$ cat src/shared/uft_consts.vh
// constants for the uart fifo trigger and line format block
// assumes an 8-bit register port with a 4-bit offset
`ifndef UFT_CONSTS_VH
`define UFT_CONSTS_VH
// =========================================
// register offsets
`define UFT_OFS_DATA    4'h0
`define UFT_OFS_DIVHI   4'h1
`define UFT_OFS_SETUP   4'h2
`define UFT_OFS_LINE    4'h3
`define UFT_OFS_STATUS  4'h5
`define UFT_OFS_TUNING  4'h8
`define UFT_OFS_ENHANCE 4'h9
`define UFT_OFS_TXTHR   4'hA
`define UFT_OFS_RXTHR   4'hB
// =========================================
// field positions
`define UFT_SU_EN       0
`define UFT_SU_RXRST    1
`define UFT_SU_TXRST    2
`define UFT_LF_STOP     2
`define UFT_LF_PEN      3
`define UFT_LF_EVEN     4
`define UFT_LF_FORCE    5
`define UFT_LF_BREAK    6
`define UFT_LF_DLAB     7
`define UFT_EN_TXCODE   4
// =========================================
// reset values
`define UFT_LINE_RST    8'h00
`define UFT_TUNE_RST    8'h00
`define UFT_ENH_RST     8'h00
`define UFT_THR_RST     8'h01
`define UFT_DIV_RST     8'h01
// =========================================
// trigger tables, one level per byte, code 0 in low byte
`define UFT_TA_RX       32'h0E080401
`define UFT_TA_TX       32'h01010101
`define UFT_TB_RX       32'h1C181008
`define UFT_TB_TX       32'h1E180810
`define UFT_TC_RX       32'h3C381008
`define UFT_TC_TX       32'h38201008
// =========================================
// fifo geometry and stop lengths in half bits
`define UFT_FIFO_W      8
`define UFT_FIFO_D      16
`define UFT_STOP_ONE    3'h2
`define UFT_STOP_ONEH   3'h3
`define UFT_STOP_TWO    3'h4
`endif

$ cat src/hdl/uft_fifo.v
// parameterised first-in first-out buffer
// assumes one clock, synchronous flush, active low reset
`timescale 1ns/1ps
`default_nettype none
module uft_fifo #(
  parameter W  = 8,
  parameter D  = 16,
  parameter AW = 4
) (
  input  wire          clk_in,
  input  wire          rst_n_in,
  input  wire          ce_in,
  input  wire          flush_in,
  input  wire          in_valid_in,
  output wire          in_ready_out,
  input  wire [W-1:0]  in_data_in,
  output wire          out_valid_out,
  input  wire          out_ready_in,
  output wire [W-1:0]  out_data_out,
  output reg  [AW:0]   count_out
);
  reg [W-1:0]  mem [0:D-1];   // storage
  reg [AW-1:0] wp;            // write pointer
  reg [AW-1:0] rp;            // read pointer
  wire         push;
  wire         pop;
  assign in_ready_out  = (count_out != D[AW:0]);
  assign out_valid_out = (count_out != {(AW+1){1'b0}});
  assign out_data_out  = mem[rp];
  assign push = in_valid_in & in_ready_out;
  assign pop  = out_valid_out & out_ready_in;
  // =========================================
  // storage write, no reset needed
  always @(posedge clk_in) begin
    if (ce_in && push && !flush_in) begin
      mem[wp] <= in_data_in;
    end
  end
  // =========================================
  // pointers and count
  always @(posedge clk_in or negedge rst_n_in) begin
    if (!rst_n_in) begin
      wp        <= {AW{1'b0}};
      rp        <= {AW{1'b0}};
      count_out <= {(AW+1){1'b0}};
    end else if (ce_in) begin
      if (flush_in) begin
        wp        <= {AW{1'b0}};
        rp        <= {AW{1'b0}};
        count_out <= {(AW+1){1'b0}};
      end else begin
        if (push) begin
          wp <= wp + 1'b1;
        end
        if (pop) begin
          rp <= rp + 1'b1;
        end
        if (push && !pop) begin
          count_out <= count_out + 1'b1;
        end else if (pop && !push) begin
          count_out <= count_out - 1'b1;
        end
      end
    end
  end
endmodule // uft_fifo
`default_nettype wire

$ cat src/hdl/uft_top.v
// uart channel core: fifo setup, trigger levels, line format
// assumes register port on the core clock, serial pins async
`timescale 1ns/1ps
`default_nettype none
`include "uft_consts.vh"
module uft_top (
  input  wire       ref_clk_in,
  input  wire       reset_n_in,
  input  wire       ce_in,
  input  wire [3:0] reg_addr_in,
  input  wire       reg_wr_in,
  input  wire       reg_rd_in,
  input  wire [7:0] reg_wdata_in,
  input  wire       rx_line_in,
  output reg  [7:0] reg_rdata_out,
  output reg        tx_line_out,
  output reg        rx_trigger_out,
  output reg        tx_ready_out,
  output reg        fifo_enabled_out
);
  // shift engine states
  localparam ST_IDLE  = 3'd0;
  localparam ST_START = 3'd1;
  localparam ST_DATA  = 3'd2;
  localparam ST_PAR   = 3'd3;
  localparam ST_STOP  = 3'd4;
  // =========================================
  // helper functions
  // picks one level byte from a packed table
  function [7:0] pick;
    input [31:0] tbl;
    input [1:0]  code;
    begin
      pick = tbl[{code, 3'b000} +: 8];
    end
  endfunction
  // trigger level for table, code and direction
  function [7:0] trig_level;
    input [1:0] sel;
    input [1:0] code;
    input       is_tx;
    input [7:0] prog;
    begin
      case (sel)
        2'b00:   trig_level = is_tx ? pick(`UFT_TA_TX, code)
                                    : pick(`UFT_TA_RX, code);
        2'b01:   trig_level = is_tx ? pick(`UFT_TB_TX, code)
                                    : pick(`UFT_TB_RX, code);
        2'b10:   trig_level = is_tx ? pick(`UFT_TC_TX, code)
                                    : pick(`UFT_TC_RX, code);
        default: trig_level = prog;
      endcase
    end
  endfunction
  // parity bit over the active data bits
  function par_bit;
    input [7:0] d;
    input [7:0] lf;
    reg   [7:0] m;
    begin
      m = d & (8'hFF >> (2'd3 - lf[1:0]));
      if (lf[`UFT_LF_FORCE]) begin
        par_bit = ~lf[`UFT_LF_EVEN];
      end else begin
        par_bit = (^m) ^ ~lf[`UFT_LF_EVEN];
      end
    end
  endfunction
  // =========================================
  // reset release through two flops
  reg rst_a;
  reg rst_n;
  always @(posedge ref_clk_in or negedge reset_n_in) begin
    if (!reset_n_in) begin
      rst_a <= 1'b0;
      rst_n <= 1'b0;
    end else begin
      rst_a <= 1'b1;
      rst_n <= rst_a;
    end
  end
  // serial input synchroniser
  reg rx_s1;
  reg rx_s2;
  always @(posedge ref_clk_in or negedge rst_n) begin
    if (!rst_n) begin
      rx_s1 <= 1'b1;
      rx_s2 <= 1'b1;
    end else if (ce_in) begin
      rx_s1 <= rx_line_in;
      rx_s2 <= rx_s1;
    end
  end
  // =========================================
  // control registers
  reg [7:0] line_format_reg;       // character format
  reg [7:0] feature_tuning_reg;    // bits 7:6 table select
  reg [7:0] enhanced_feature_reg;  // bit 4 unlocks tx code
  reg [7:0] rx_threshold_reg;      // table d receive level
  reg [7:0] tx_threshold_reg;      // table d transmit level
  reg [7:0] divisor_low_latch;     // half-bit clocks, low
  reg [7:0] divisor_high_latch;    // half-bit clocks, high
  reg [7:0] divisor_fraction_latch; // kept for software
  reg       fifo_en;               // fifos enabled
  reg [1:0] rx_code;               // receive trigger code
  reg [1:0] tx_code;               // transmit trigger code
  reg       rx_flush;              // one-cycle receive flush
  reg       tx_flush;              // one-cycle transmit flush
  reg       ovr_err;               // sticky overrun
  reg       par_err;               // sticky parity error
  reg       frm_err;               // sticky framing error
  wire      dlab = line_format_reg[`UFT_LF_DLAB];
  wire      wr_data = reg_wr_in && reg_addr_in == `UFT_OFS_DATA
                      && !dlab;
  wire      rd_data = reg_rd_in && reg_addr_in == `UFT_OFS_DATA
                      && !dlab;
  wire      rd_stat = reg_rd_in && reg_addr_in == `UFT_OFS_STATUS;
  wire      setup_en = reg_wdata_in[`UFT_SU_EN];
  // =========================================
  // fifo instances
  wire       tx_in_rdy;
  wire       tx_out_vld;
  reg        tx_pop;
  wire [7:0] tx_head;
  wire [4:0] tx_cnt;
  wire       rx_in_rdy;
  wire       rx_out_vld;
  reg        rx_push;
  reg  [7:0] rx_shreg;
  wire [7:0] rx_head;
  wire [4:0] rx_cnt;
  // non-fifo mode keeps a single holding slot
  wire tx_room = tx_in_rdy && (fifo_en || tx_cnt == 5'h00);
  wire rx_room = rx_in_rdy && (fifo_en || rx_cnt == 5'h00);
  uft_fifo #(.W(`UFT_FIFO_W), .D(`UFT_FIFO_D), .AW(4)) u_txf (
    .clk_in        (ref_clk_in),
    .rst_n_in      (rst_n),
    .ce_in         (ce_in),
    .flush_in      (tx_flush),
    .in_valid_in   (wr_data && tx_room),
    .in_ready_out  (tx_in_rdy),
    .in_data_in    (reg_wdata_in),
    .out_valid_out (tx_out_vld),
    .out_ready_in  (tx_pop),
    .out_data_out  (tx_head),
    .count_out     (tx_cnt)
  );
  uft_fifo #(.W(`UFT_FIFO_W), .D(`UFT_FIFO_D), .AW(4)) u_rxf (
    .clk_in        (ref_clk_in),
    .rst_n_in      (rst_n),
    .ce_in         (ce_in),
    .flush_in      (rx_flush),
    .in_valid_in   (rx_push && rx_room),
    .in_ready_out  (rx_in_rdy),
    .in_data_in    (rx_shreg),
    .out_valid_out (rx_out_vld),
    .out_ready_in  (rd_data),
    .out_data_out  (rx_head),
    .count_out     (rx_cnt)
  );
  // =========================================
  // register writes
  always @(posedge ref_clk_in or negedge rst_n) begin
    if (!rst_n) begin
      line_format_reg        <= `UFT_LINE_RST;
      feature_tuning_reg     <= `UFT_TUNE_RST;
      enhanced_feature_reg   <= `UFT_ENH_RST;
      rx_threshold_reg       <= `UFT_THR_RST;
      tx_threshold_reg       <= `UFT_THR_RST;
      divisor_low_latch      <= `UFT_DIV_RST;
      divisor_high_latch     <= 8'h00;
      divisor_fraction_latch <= 8'h00;
      fifo_en                <= 1'b0;
      rx_code                <= 2'b00;
      tx_code                <= 2'b00;
      rx_flush               <= 1'b0;
      tx_flush               <= 1'b0;
    end else if (ce_in) begin
      rx_flush <= 1'b0;
      tx_flush <= 1'b0;
      if (reg_wr_in) begin
        case (reg_addr_in)
          `UFT_OFS_DATA: begin
            if (dlab) begin
              divisor_low_latch <= reg_wdata_in;
            end
          end
          `UFT_OFS_DIVHI: begin
            if (dlab) begin
              divisor_high_latch <= reg_wdata_in;
            end
          end
          `UFT_OFS_SETUP: begin
            if (dlab) begin
              divisor_fraction_latch <= reg_wdata_in;
            end else begin
              fifo_en <= setup_en;
              // toggling enable empties both fifos
              rx_flush <= setup_en != fifo_en;
              tx_flush <= setup_en != fifo_en;
              if (setup_en) begin
                rx_code <= reg_wdata_in[7:6];
                if (enhanced_feature_reg[`UFT_EN_TXCODE]) begin
                  tx_code <= reg_wdata_in[5:4];
                end
                if (reg_wdata_in[`UFT_SU_RXRST]) begin
                  rx_flush <= 1'b1;
                end
                if (reg_wdata_in[`UFT_SU_TXRST]) begin
                  tx_flush <= 1'b1;
                end
              end
            end
          end
          `UFT_OFS_LINE:    line_format_reg      <= reg_wdata_in;
          `UFT_OFS_TUNING:  feature_tuning_reg   <= reg_wdata_in;
          `UFT_OFS_ENHANCE: enhanced_feature_reg <= reg_wdata_in;
          `UFT_OFS_TXTHR:   tx_threshold_reg     <= reg_wdata_in;
          `UFT_OFS_RXTHR:   rx_threshold_reg     <= reg_wdata_in;
          default: ;
        endcase
      end
    end
  end
  // =========================================
  // trigger levels and fifo conditions
  wire [7:0] rx_lvl = trig_level(feature_tuning_reg[7:6], rx_code,
                                 1'b0, rx_threshold_reg);
  wire [7:0] tx_lvl = trig_level(feature_tuning_reg[7:6], tx_code,
                                 1'b1, tx_threshold_reg);
  reg  [4:0] tx_prev; // transmit count one cycle back
  wire       tx_below = {3'b000, tx_cnt} < tx_lvl;
  wire       tx_was = {3'b000, tx_prev} >= tx_lvl;
  wire       tx_event = (tx_below && tx_was)
                        || (tx_cnt == 5'h00 && tx_prev != 5'h00);
  always @(posedge ref_clk_in or negedge rst_n) begin
    if (!rst_n) begin
      tx_prev          <= 5'h00;
      rx_trigger_out   <= 1'b0;
      tx_ready_out     <= 1'b0;
      fifo_enabled_out <= 1'b0;
    end else if (ce_in) begin
      tx_prev          <= tx_cnt;
      fifo_enabled_out <= fifo_en;
      // level follows current count, stored data untouched
      rx_trigger_out <= fifo_en ? ({3'b000, rx_cnt} >= rx_lvl)
                                : (rx_cnt != 5'h00);
      // set wins over the clear by a data write
      if (tx_event) begin
        tx_ready_out <= 1'b1;
      end else if (wr_data) begin
        tx_ready_out <= 1'b0;
      end
    end
  end
  // =========================================
  // half-bit tick dividers
  wire [15:0] divisor = {divisor_high_latch, divisor_low_latch};
  wire [15:0] div_end = (divisor == 16'h0000) ? 16'h0000
                                              : divisor - 16'h0001;
  reg  [15:0] tx_div;
  reg  [15:0] rx_div;
  reg  [2:0]  tx_st;
  reg  [2:0]  rx_st;
  wire        tx_tick = (tx_st != ST_IDLE) && (tx_div == div_end);
  wire        rx_tick = (rx_st != ST_IDLE) && (rx_div == div_end);
  wire [2:0]  stop_half = !line_format_reg[`UFT_LF_STOP] ? `UFT_STOP_ONE
                        : (line_format_reg[1:0] == 2'b00) ? `UFT_STOP_ONEH
                        : `UFT_STOP_TWO;
  wire [2:0]  last_bit = {1'b0, line_format_reg[1:0]} + 3'd4;
  // =========================================
  // transmitter
  reg [7:0] tx_sh;   // data being shifted
  reg [2:0] tx_bit;  // data bit index
  reg [2:0] tx_rem;  // half bits left in this bit
  reg       tx_par;  // parity for this character
  reg       tx_lvl_bit;
  always @* begin
    case (tx_st)
      ST_START: tx_lvl_bit = 1'b0;
      ST_DATA:  tx_lvl_bit = tx_sh[0];
      ST_PAR:   tx_lvl_bit = tx_par;
      default:  tx_lvl_bit = 1'b1;
    endcase
  end
  always @(posedge ref_clk_in or negedge rst_n) begin
    if (!rst_n) begin
      tx_st       <= ST_IDLE;
      tx_div      <= 16'h0000;
      tx_sh       <= 8'h00;
      tx_bit      <= 3'd0;
      tx_rem      <= 3'd0;
      tx_par      <= 1'b0;
      tx_pop      <= 1'b0;
      tx_line_out <= 1'b1;
    end else if (ce_in) begin
      tx_pop      <= 1'b0;
      tx_line_out <= line_format_reg[`UFT_LF_BREAK] ? 1'b0
                                                    : tx_lvl_bit;
      tx_div <= (tx_st == ST_IDLE || tx_tick) ? 16'h0000
                                              : tx_div + 16'h0001;
      case (tx_st)
        ST_IDLE: begin
          if (tx_out_vld && !tx_pop) begin
            tx_pop <= 1'b1;
            tx_sh  <= tx_head;
            tx_par <= par_bit(tx_head, line_format_reg);
            tx_rem <= 3'd2;
            tx_st  <= ST_START;
          end
        end
        default: begin
          if (tx_tick) begin
            if (tx_rem > 3'd1) begin
              tx_rem <= tx_rem - 3'd1;
            end else begin
              tx_rem <= 3'd2;
              case (tx_st)
                ST_START: begin
                  tx_bit <= 3'd0;
                  tx_st  <= ST_DATA;
                end
                ST_DATA: begin
                  tx_sh  <= {1'b0, tx_sh[7:1]};
                  tx_bit <= tx_bit + 3'd1;
                  if (tx_bit == last_bit) begin
                    if (line_format_reg[`UFT_LF_PEN]) begin
                      tx_st <= ST_PAR;
                    end else begin
                      tx_st  <= ST_STOP;
                      tx_rem <= stop_half;
                    end
                  end
                end
                ST_PAR: begin
                  tx_st  <= ST_STOP;
                  tx_rem <= stop_half;
                end
                default: tx_st <= ST_IDLE;
              endcase
            end
          end
        end
      endcase
    end
  end
  // =========================================
  // receiver, samples mid-bit
  reg [2:0] rx_bit;
  reg [2:0] rx_rem;
  reg       rx_par;
  always @(posedge ref_clk_in or negedge rst_n) begin
    if (!rst_n) begin
      rx_st    <= ST_IDLE;
      rx_div   <= 16'h0000;
      rx_shreg <= 8'h00;
      rx_bit   <= 3'd0;
      rx_rem   <= 3'd0;
      rx_par   <= 1'b0;
      rx_push  <= 1'b0;
      ovr_err  <= 1'b0;
      par_err  <= 1'b0;
      frm_err  <= 1'b0;
    end else if (ce_in) begin
      rx_push <= 1'b0;
      rx_div  <= (rx_st == ST_IDLE || rx_tick) ? 16'h0000
                                               : rx_div + 16'h0001;
      // status read clears, a new error in the same cycle stays
      if (rd_stat) begin
        ovr_err <= 1'b0;
        par_err <= 1'b0;
        frm_err <= 1'b0;
      end
      if (rx_push && !rx_room) begin
        ovr_err <= 1'b1;
      end
      case (rx_st)
        ST_IDLE: begin
          if (!rx_s2) begin
            rx_rem <= 3'd1;
            rx_st  <= ST_START;
          end
        end
        default: begin
          if (rx_tick) begin
            if (rx_rem > 3'd1) begin
              rx_rem <= rx_rem - 3'd1;
            end else begin
              rx_rem <= 3'd2;
              case (rx_st)
                ST_START: begin
                  rx_bit   <= 3'd0;
                  rx_shreg <= 8'h00;
                  rx_st    <= rx_s2 ? ST_IDLE : ST_DATA;
                end
                ST_DATA: begin
                  rx_shreg <= rx_shreg | ({7'h00, rx_s2} << rx_bit);
                  rx_bit   <= rx_bit + 3'd1;
                  if (rx_bit == last_bit) begin
                    rx_st <= line_format_reg[`UFT_LF_PEN] ? ST_PAR
                                                          : ST_STOP;
                  end
                end
                ST_PAR: begin
                  rx_par <= rx_s2;
                  rx_st  <= ST_STOP;
                end
                default: begin
                  rx_push <= 1'b1;
                  rx_st   <= ST_IDLE;
                  if (!rx_s2) begin
                    frm_err <= 1'b1;
                  end
                  if (line_format_reg[`UFT_LF_PEN] &&
                      rx_par != par_bit(rx_shreg, line_format_reg)) begin
                    par_err <= 1'b1;
                  end
                end
              endcase
            end
          end
        end
      endcase
    end
  end
  // =========================================
  // register reads
  wire tx_empty = (tx_cnt == 5'h00);
  always @(posedge ref_clk_in or negedge rst_n) begin
    if (!rst_n) begin
      reg_rdata_out <= 8'h00;
    end else if (ce_in && reg_rd_in) begin
      case (reg_addr_in)
        `UFT_OFS_DATA:    reg_rdata_out <= dlab ? divisor_low_latch
                                                : rx_head;
        `UFT_OFS_DIVHI:   reg_rdata_out <= dlab ? divisor_high_latch
                                                : 8'h00;
        `UFT_OFS_SETUP:   reg_rdata_out <= dlab ? divisor_fraction_latch
                                                : {fifo_en, fifo_en, 6'h01};
        `UFT_OFS_LINE:    reg_rdata_out <= line_format_reg;
        `UFT_OFS_STATUS:  reg_rdata_out <= {1'b0,
                            tx_empty && tx_st == ST_IDLE, tx_empty,
                            1'b0, frm_err, par_err, ovr_err, rx_out_vld};
        `UFT_OFS_TUNING:  reg_rdata_out <= feature_tuning_reg;
        `UFT_OFS_ENHANCE: reg_rdata_out <= enhanced_feature_reg;
        `UFT_OFS_TXTHR:   reg_rdata_out <= tx_threshold_reg;
        `UFT_OFS_RXTHR:   reg_rdata_out <= rx_threshold_reg;
        default:          reg_rdata_out <= 8'h00;
      endcase
    end
  end
endmodule // uft_top
`default_nettype wire

$ cat config.mk
export PLATFORM = sky130hd
export DESIGN_NAME = uft_top
export DESIGN_NICKNAME = d
export VERILOG_FILES = /design/src/hdl/uft_fifo.v /design/src/hdl/uft_top.v
export VERILOG_INCLUDE_DIRS = /design/src /design/src/shared
export SDC_FILE = /design/constraint.sdc
export NUM_CORES = 1
export LEC_CHECK = 0
export BUFFER_PORTS_ARGS = -buffer_cell sky130_fd_sc_hd__buf_4
export CORE_ASPECT_RATIO = 0.5
export CORE_UTILIZATION = 50
export CTS_CLUSTER_SIZE = 28
export DETAILED_ROUTE_END_ITERATION = 16
export GPL_ROUTABILITY_DRIVEN = 0
export GPL_TIMING_DRIVEN = 0
export PLACE_DENSITY = 0.66
export SETUP_SLACK_MARGIN = 0.4
export SLEW_MARGIN = 15
export SYNTH_ARGS = -nofsm -noshare
export SYNTH_HDL_FRONTEND = slang
export SYNTH_SLANG_ARGS = --single-unit
$ cat constraint.sdc
create_clock -name ref_clk_in -period 8.1 [get_ports ref_clk_in]
set_input_delay 0 -clock ref_clk_in [delete_from_list [all_inputs] [get_ports ref_clk_in]]
set_output_delay 0 -clock ref_clk_in [all_outputs]
set_load 0.005 [all_outputs]
* After elaboration in Yosys (flattened, before gate mapping)
Memories as Yosys holds them, arrays and structs flattened.
Cells that the tools add are included.
** Word-level totals
- Register bits after elaboration :: 191
- Bits in writable memories :: 256
- Input port bits :: 18
- Output and inout port bits :: 12
- Word-level logic and storage cells :: 323
- Memories kept :: 2
** Memory list
- u_rxf.mem :: words 16, bits a word 8, read ports 1, clocked after memory_dff 0, wr ports 1, line uft_fifo.v:22 : reg [W-1:0] mem [0:D-1];
- u_txf.mem :: words 16, bits a word 8, read ports 1, clocked after memory_dff 0, wr ports 1, line uft_fifo.v:22
** Cells by class
- Add/sub/neg operators :: 17
- Order comparisons :: 5
- Eq/ne operators :: 30
- Shift-type cells :: 8
- Mux-type cells :: 103
- Bitwise gates (word level) :: 15
- Reduce and logical (&&, ||, !) cells :: 97
** Operators by type and width (number)
- indexed part select 32 x 6 -> 8 bit, first input constant :: 6
- one-hot mux 8 bit (9 select lines) :: 1
- 2-to-1 mux 3 bit :: 22
- 2-to-1 mux 8 bit :: 8
- 2-to-1 mux 16 bit :: 3
- one-hot mux 8 bit (3 select lines) :: 2
- 2-to-1 mux 1 bit :: 45
- AND reduction 5 bit :: 7
- adder 16 x 1 -> 16 bit, second input constant :: 2
- equality test 16 bit :: 2
- 2-to-1 mux 4 bit :: 8
- 2-to-1 mux 5 bit :: 6
- logical AND 1 bit :: 26
- AND reduction 3 bit :: 8
- nonzero test 2 bit :: 11
- one-hot mux 3 bit (2 select lines) :: 3
- one-hot mux 3 bit (3 select lines) :: 2
- adder 4 x 1 -> 4 bit, second input constant :: 4
- bitwise AND 8 bit :: 2
- equality test 4 bit, second input constant :: 4
- >= comparator 5 x 8 -> 1 bit :: 2
- logical NOT 16 bit :: 1
- one-hot mux 8 bit (2 select lines) :: 1
- AND reduction 2 bit :: 8
- other kinds (42) :: 91

* Depth between registers and ports, before layout
- Depth after elaboration :: 18
- Mapped depth :: 15
- Mapped depth without buffers :: 14

* Cells and area by module
A second synthesis with hierarchy kept.
** Unflattened totals
- Cell total of the unflattened synthesis :: 1786
- Area total of the unflattened synthesis :: 22196.3 um^2
** Modules (own cells, without submodules)
- uft_fifo :: instances 2, cells each 355, area an instance 6014.5 um^2, seq. area each 4169.0 um^2
- uft_top :: instances 1, cells each 1076, area an instance 10167.3 um^2, seq. area each 4136.5 um^2

* Least setup slack after synthesis
OpenSTA, ideal clock, no wires.
- Path type :: flip-flop to flip-flop
- Start :: register divisor_low_latch[5]
- End :: register tx_bit[0]
- Arrival :: 3244 ps
- Path slack :: 4729 ps
- Stages on the path, launching flop included :: 12
- Path buffers :: 2
- Period minus slack after synthesis :: 3371 ps
- Cells stage by stage :: dfrtp_1 or4_4 buf_2 nor4_1 mux2i_1 xor2_1 nand3_1 nor4_1 and4_1 buf_2 nand3_1 mux2_1
** On the way
- Cells in the longest elaborated chain, start to end :: 5
** Ends and longest elaborated chain
- start: declaration :: line uft_top.v:101 : reg [7:0] divisor_low_latch;
- start signal: assignment :: line uft_top.v:170 : divisor_low_latch <= `UFT_DIV_RST;
- start signal: assignment :: line uft_top.v:185 : divisor_low_latch <= reg_wdata_in;
- subtractor 16 x 1 -> 16 bit / logical NOT 16 bit (equally long branches) :: line uft_top.v:260, uft_top.v:259
- 2-to-1 mux 16 bit (*) :: line uft_top.v:259 : wire [15:0] div_end = (divisor == 16'h0000) ? 16'h0000
- equality test 16 bit (*) :: line uft_top.v:265 : wire tx_tick = (tx_st != ST_IDLE) && (tx_div == div_end);
- logical AND 1 bit (*) :: line uft_top.v:265
- AND reduction 5 bit (no source line) (*)
- end signal: assignment :: line uft_top.v:325 : tx_bit <= tx_bit + 3'd1;
- end: declaration :: line uft_top.v:274 : reg [2:0] tx_bit;
Mark *: on every way between the ends. The rest lies on a longest branch, timed or not.
A chain may end at the register's enable or synchronous reset.

* Worst setup path after layout
- Start :: register divisor_high_latch[3]
- End :: register tx_bit[0]
** On the way
- Cells in the longest elaborated chain, start to end :: 5
** Ends and longest elaborated chain
- start: declaration :: line uft_top.v:102 : reg [7:0] divisor_high_latch;
- start signal: assignment :: line uft_top.v:190 : divisor_high_latch <= reg_wdata_in;
- subtractor 16 x 1 -> 16 bit / logical NOT 16 bit (equally long branches) :: line uft_top.v:260, uft_top.v:259
- 2-to-1 mux 16 bit (*) :: line uft_top.v:259
- equality test 16 bit (*) :: line uft_top.v:265
- logical AND 1 bit (*) :: line uft_top.v:265
- AND reduction 5 bit (no source line) (*)
Marked as above.

==> summary.md <==
| Metric | Value |
|---|---|
| Setup Viol. Count Final | 0 |
| Vias per inst | 5.92 |
| Clk pin slew, worst setup/hold paths | 70 ps |
| Detailed placement HPWL | 36.6 mm |
| Async S/R FF share, synth | 0.427 |
| Largest net degree at the start of global routing | 60 |
| Area share of the largest cell type after synthesis | 0.356 |
| Worst setup SP type | flip-flop |
| Starting Density | 0.511 |
| Clock sinks | 447 |
| Antenna cells | 0 |
| Share of cells above drive strength 1 | 0.146 |
| Maximum vdd drop | 0.000152 V |
| Worst EP required | 8530 ps |
| Top Registers | u_rxf.mem x128, u_txf.mem x128 |
| All-Layer GR Usage | 0.246 |
| Post-route setup TNS | 0 ps |
| Worst path arrival time | 4460 ps |
| TritonCTS Buffers | 41 |
| Worst slew margin | 0.236 |
| Die width | 296 um |
| Commonest cells after routing, fill and taps aside | 256 x edfxtp_1, 184 x dfrtp_1, 124 x nand2_1, 100 x nor2_1, 80 x clkbuf_1 |
| Layout area overhead | 11.8% |
| Leading area contributor after synthesis | edfxtp_1 |
| Hold Violations, Final | 0 |
| # rows | 53 |
| Top_reg_cell synth | edfxtp_1 |
| Fin crit share | 0.497 |
| Synth Warn # | 0 |
| Synth Register Bits | 447 |
| CTS tree | yes |
| Number of port buffers | 29 |
| Die Ht | 149 um |
| RSZ-0062 raised after global routing | no |
| Setup repair bufs after CTS | 0 |
| Pwr Total | 0.00606 W |
| Power per cell area | 251 nW/um^2 |
| First-pass GRT wire length | 82.4 mm |
| Fin Clk Skew | 20.4 ps |
| Kind of critical path | reg2reg |
| Syn nets | 1,776 |
| Top post-synthesis cells by area | edfxtp_1 36%, dfrtp_1 21%, mux4_2 4.6% |
| R2R cell count | 11 |
| Sequential area share after synthesis | 0.577 |
| Hold Path Depth | 6 |
| TritonRoute pass-1 iters | 7 |
| Vias in the first global route | 13.9k |
| Worst setup EP type | flip-flop |
| Synth Cell Area | 21,600 um^2 |
| Critical Path Fanout Max | 9 |
| Die footprint | 44,100 um^2 |
| Core area | 42,300 um^2 |
| Min-Delay Path Class | in2reg |
| Slew of the pin with the lowest slew margin | 1140 ps |
| Final WL | 52.7 mm |
| Syn_area_per_cell | 12.6 um^2 |
| Clk_lat worst skew | 560 ps |
| MaxCap Viol Count | 0 |
| Fmax | 0.248 GHz |
| Initial antenna violation count | 1 |
| Tmin final | 4030 ps |
| Vias | 14.3k |
| Starting DRT DRC Count | 1,280 |
| Netlist cell types | 89 |
| DRC Markers | 0 |
| H-tree Lvls | 2 |
| Final Core Density | 0.571 |
| Static Leak | 9.33 nW |
| Total Nets Final | 1,867 |
| Post-synth EDFFs | 256 |
| Slew Limit Fails | 0 |
| Post-Synthesis Cells | 1,713 |
| Drt wl/cell | 21.8 um |
| Worst-case clock buffer depth | 3 |
| Gr ovfl total | 0 |
| I/O pin cnt | 30 |
| Root Driver | clkbuf_16 |
| Most common cell after layout, fill and taps aside | edfxtp_1 |
| Outcome | finished clean |
| ANT nets after route | 0 |
[power breakdown]
part,internal [W],total (W),leakage [nW],switching [W]
Sequential,0.00258,0.00277,4.71,0.000186
Combinational,0.000572,0.00134,3.98,0.000773
Clock,0.00107,0.00195,0.633,0.000875
Total,0.00423,0.00606,9.33,0.00183
[cell usage after synthesis, types with 10 or more instances]
master / n
edfxtp_1: 256
o21ai_1: 20
a21oi_1: 58
nand4_1: 27
a21o_1: 12
a221oi_1: 18
mux2i_1: 69
inv_1: 39
and2_1: 31
nor4_1: 12
nand2b_1: 15
o21ai_0: 70
mux2_2: 70
xor2_1: 41
nor3_1: 28
nor2b_1: 25
dfrtp_1: 185
mux4_2: 44
a31oi_1: 13
nor2_1: 100
xnor2_1: 26
a22o_1: 15
nand3_1: 51
and3_1: 18
nand2_1: 124
o22ai_1: 10
o2bb2ai_1: 10
ha_1: 43
buf_2: 14
a22oi_1: 27
clkbuf_1: 74
o31ai_1: 14
[per-layer routing]
layer,global-route usage,vias to the layer above,part of all wire
met3,0.0444,77,0.063
met1,0.355,7098,0.45
li1,-,6683,-
met2,0.391,432,0.46
met5,0,-,0
met4,0.0541,0,0.020
[logic make-up (layout without fill, tap and decap cells)]
kind of cell,after synthesis,count (layout),share of synthesized area
AOI/OAI and AO/OA,340,340,0.107
xor gates and xnor gates,70,70,0.0303
adders and majority gates,45,45,0.0267
buffers and inverters,139,263,0.0256
DFF,447,447,0.577
muxes,188,188,0.117
other,1,1,0.000174
and+or+nand+nor,483,483,0.116
[repair_timing]
action                    CTS  global route
hold buffers               12             0
hold endpoints to repair  177             0
resized for setup           0             0
[path summary, 6_finish.rpt]
kind	to	slack, ps	from
worst max-delay path	tx_bit[0]$_DFFE_PN0P_	4070	divisor_high_latch[3]$_DFFE_PN0P_
worst min register to register	u_rxf.count_out[3]$_DFFE_PN0P_	250	rst_n$_DFF_PN0_
min in group asynchronous	u_rxf.count_out[3]$_DFFE_PN0P_	250	rst_n$_DFF_PN0_
worst max register to register	tx_bit[0]$_DFFE_PN0P_	4070	divisor_high_latch[3]$_DFFE_PN0P_
max in group asynchronous	tx_threshold_reg[0]$_DFFE_PN1P_	7160	rst_n$_DFF_PN0_
worst min-delay path	fifo_en$_DFFE_PN0P_	70	reg_addr_in[0]
[final cells by class]
| class | count | area, um^2 |
|---|---|---|
| inverters | 41 | 154 |
| plain buffers | 98 | 400 |
| repair buffers | 48 | 450 |
| clock buffers | 49 | 1100 |
| multi-input cells | 1127 | 8620 |
| fillers | 3555 | 18100 |
| well taps | 577 | 722 |
| clock inverters | 27 | 230 |
| flip-flops and latches | 447 | 12500 |
[worst max-delay path, stage by stage (launching register included)]
cell and delay [ps]:
dfrtp_1 360, clkbuf_1 240, or4_1 670, nor3_2 300, a21oi_1 150, o32ai_1 560, nand3_1 140, nor4_1 520
and4_1 290, buf_2 190, nand3_1 160, mux2_1 340
[metrics by stage]
step                      hold slack, ps  setup WS [ps]  cell area (um^2)  instances
after floorplan                     -296           2390             21600       1713
after global placement              -218          -97.8             22600       2319
after detailed placement            -216           4080             22700       2326
after CTS                           22.6           3980             24200       2414
after global routing                85.1           3580             24200       2414
final                               74.6           4070             24200       2414
(Power assumes the default switching activity.)
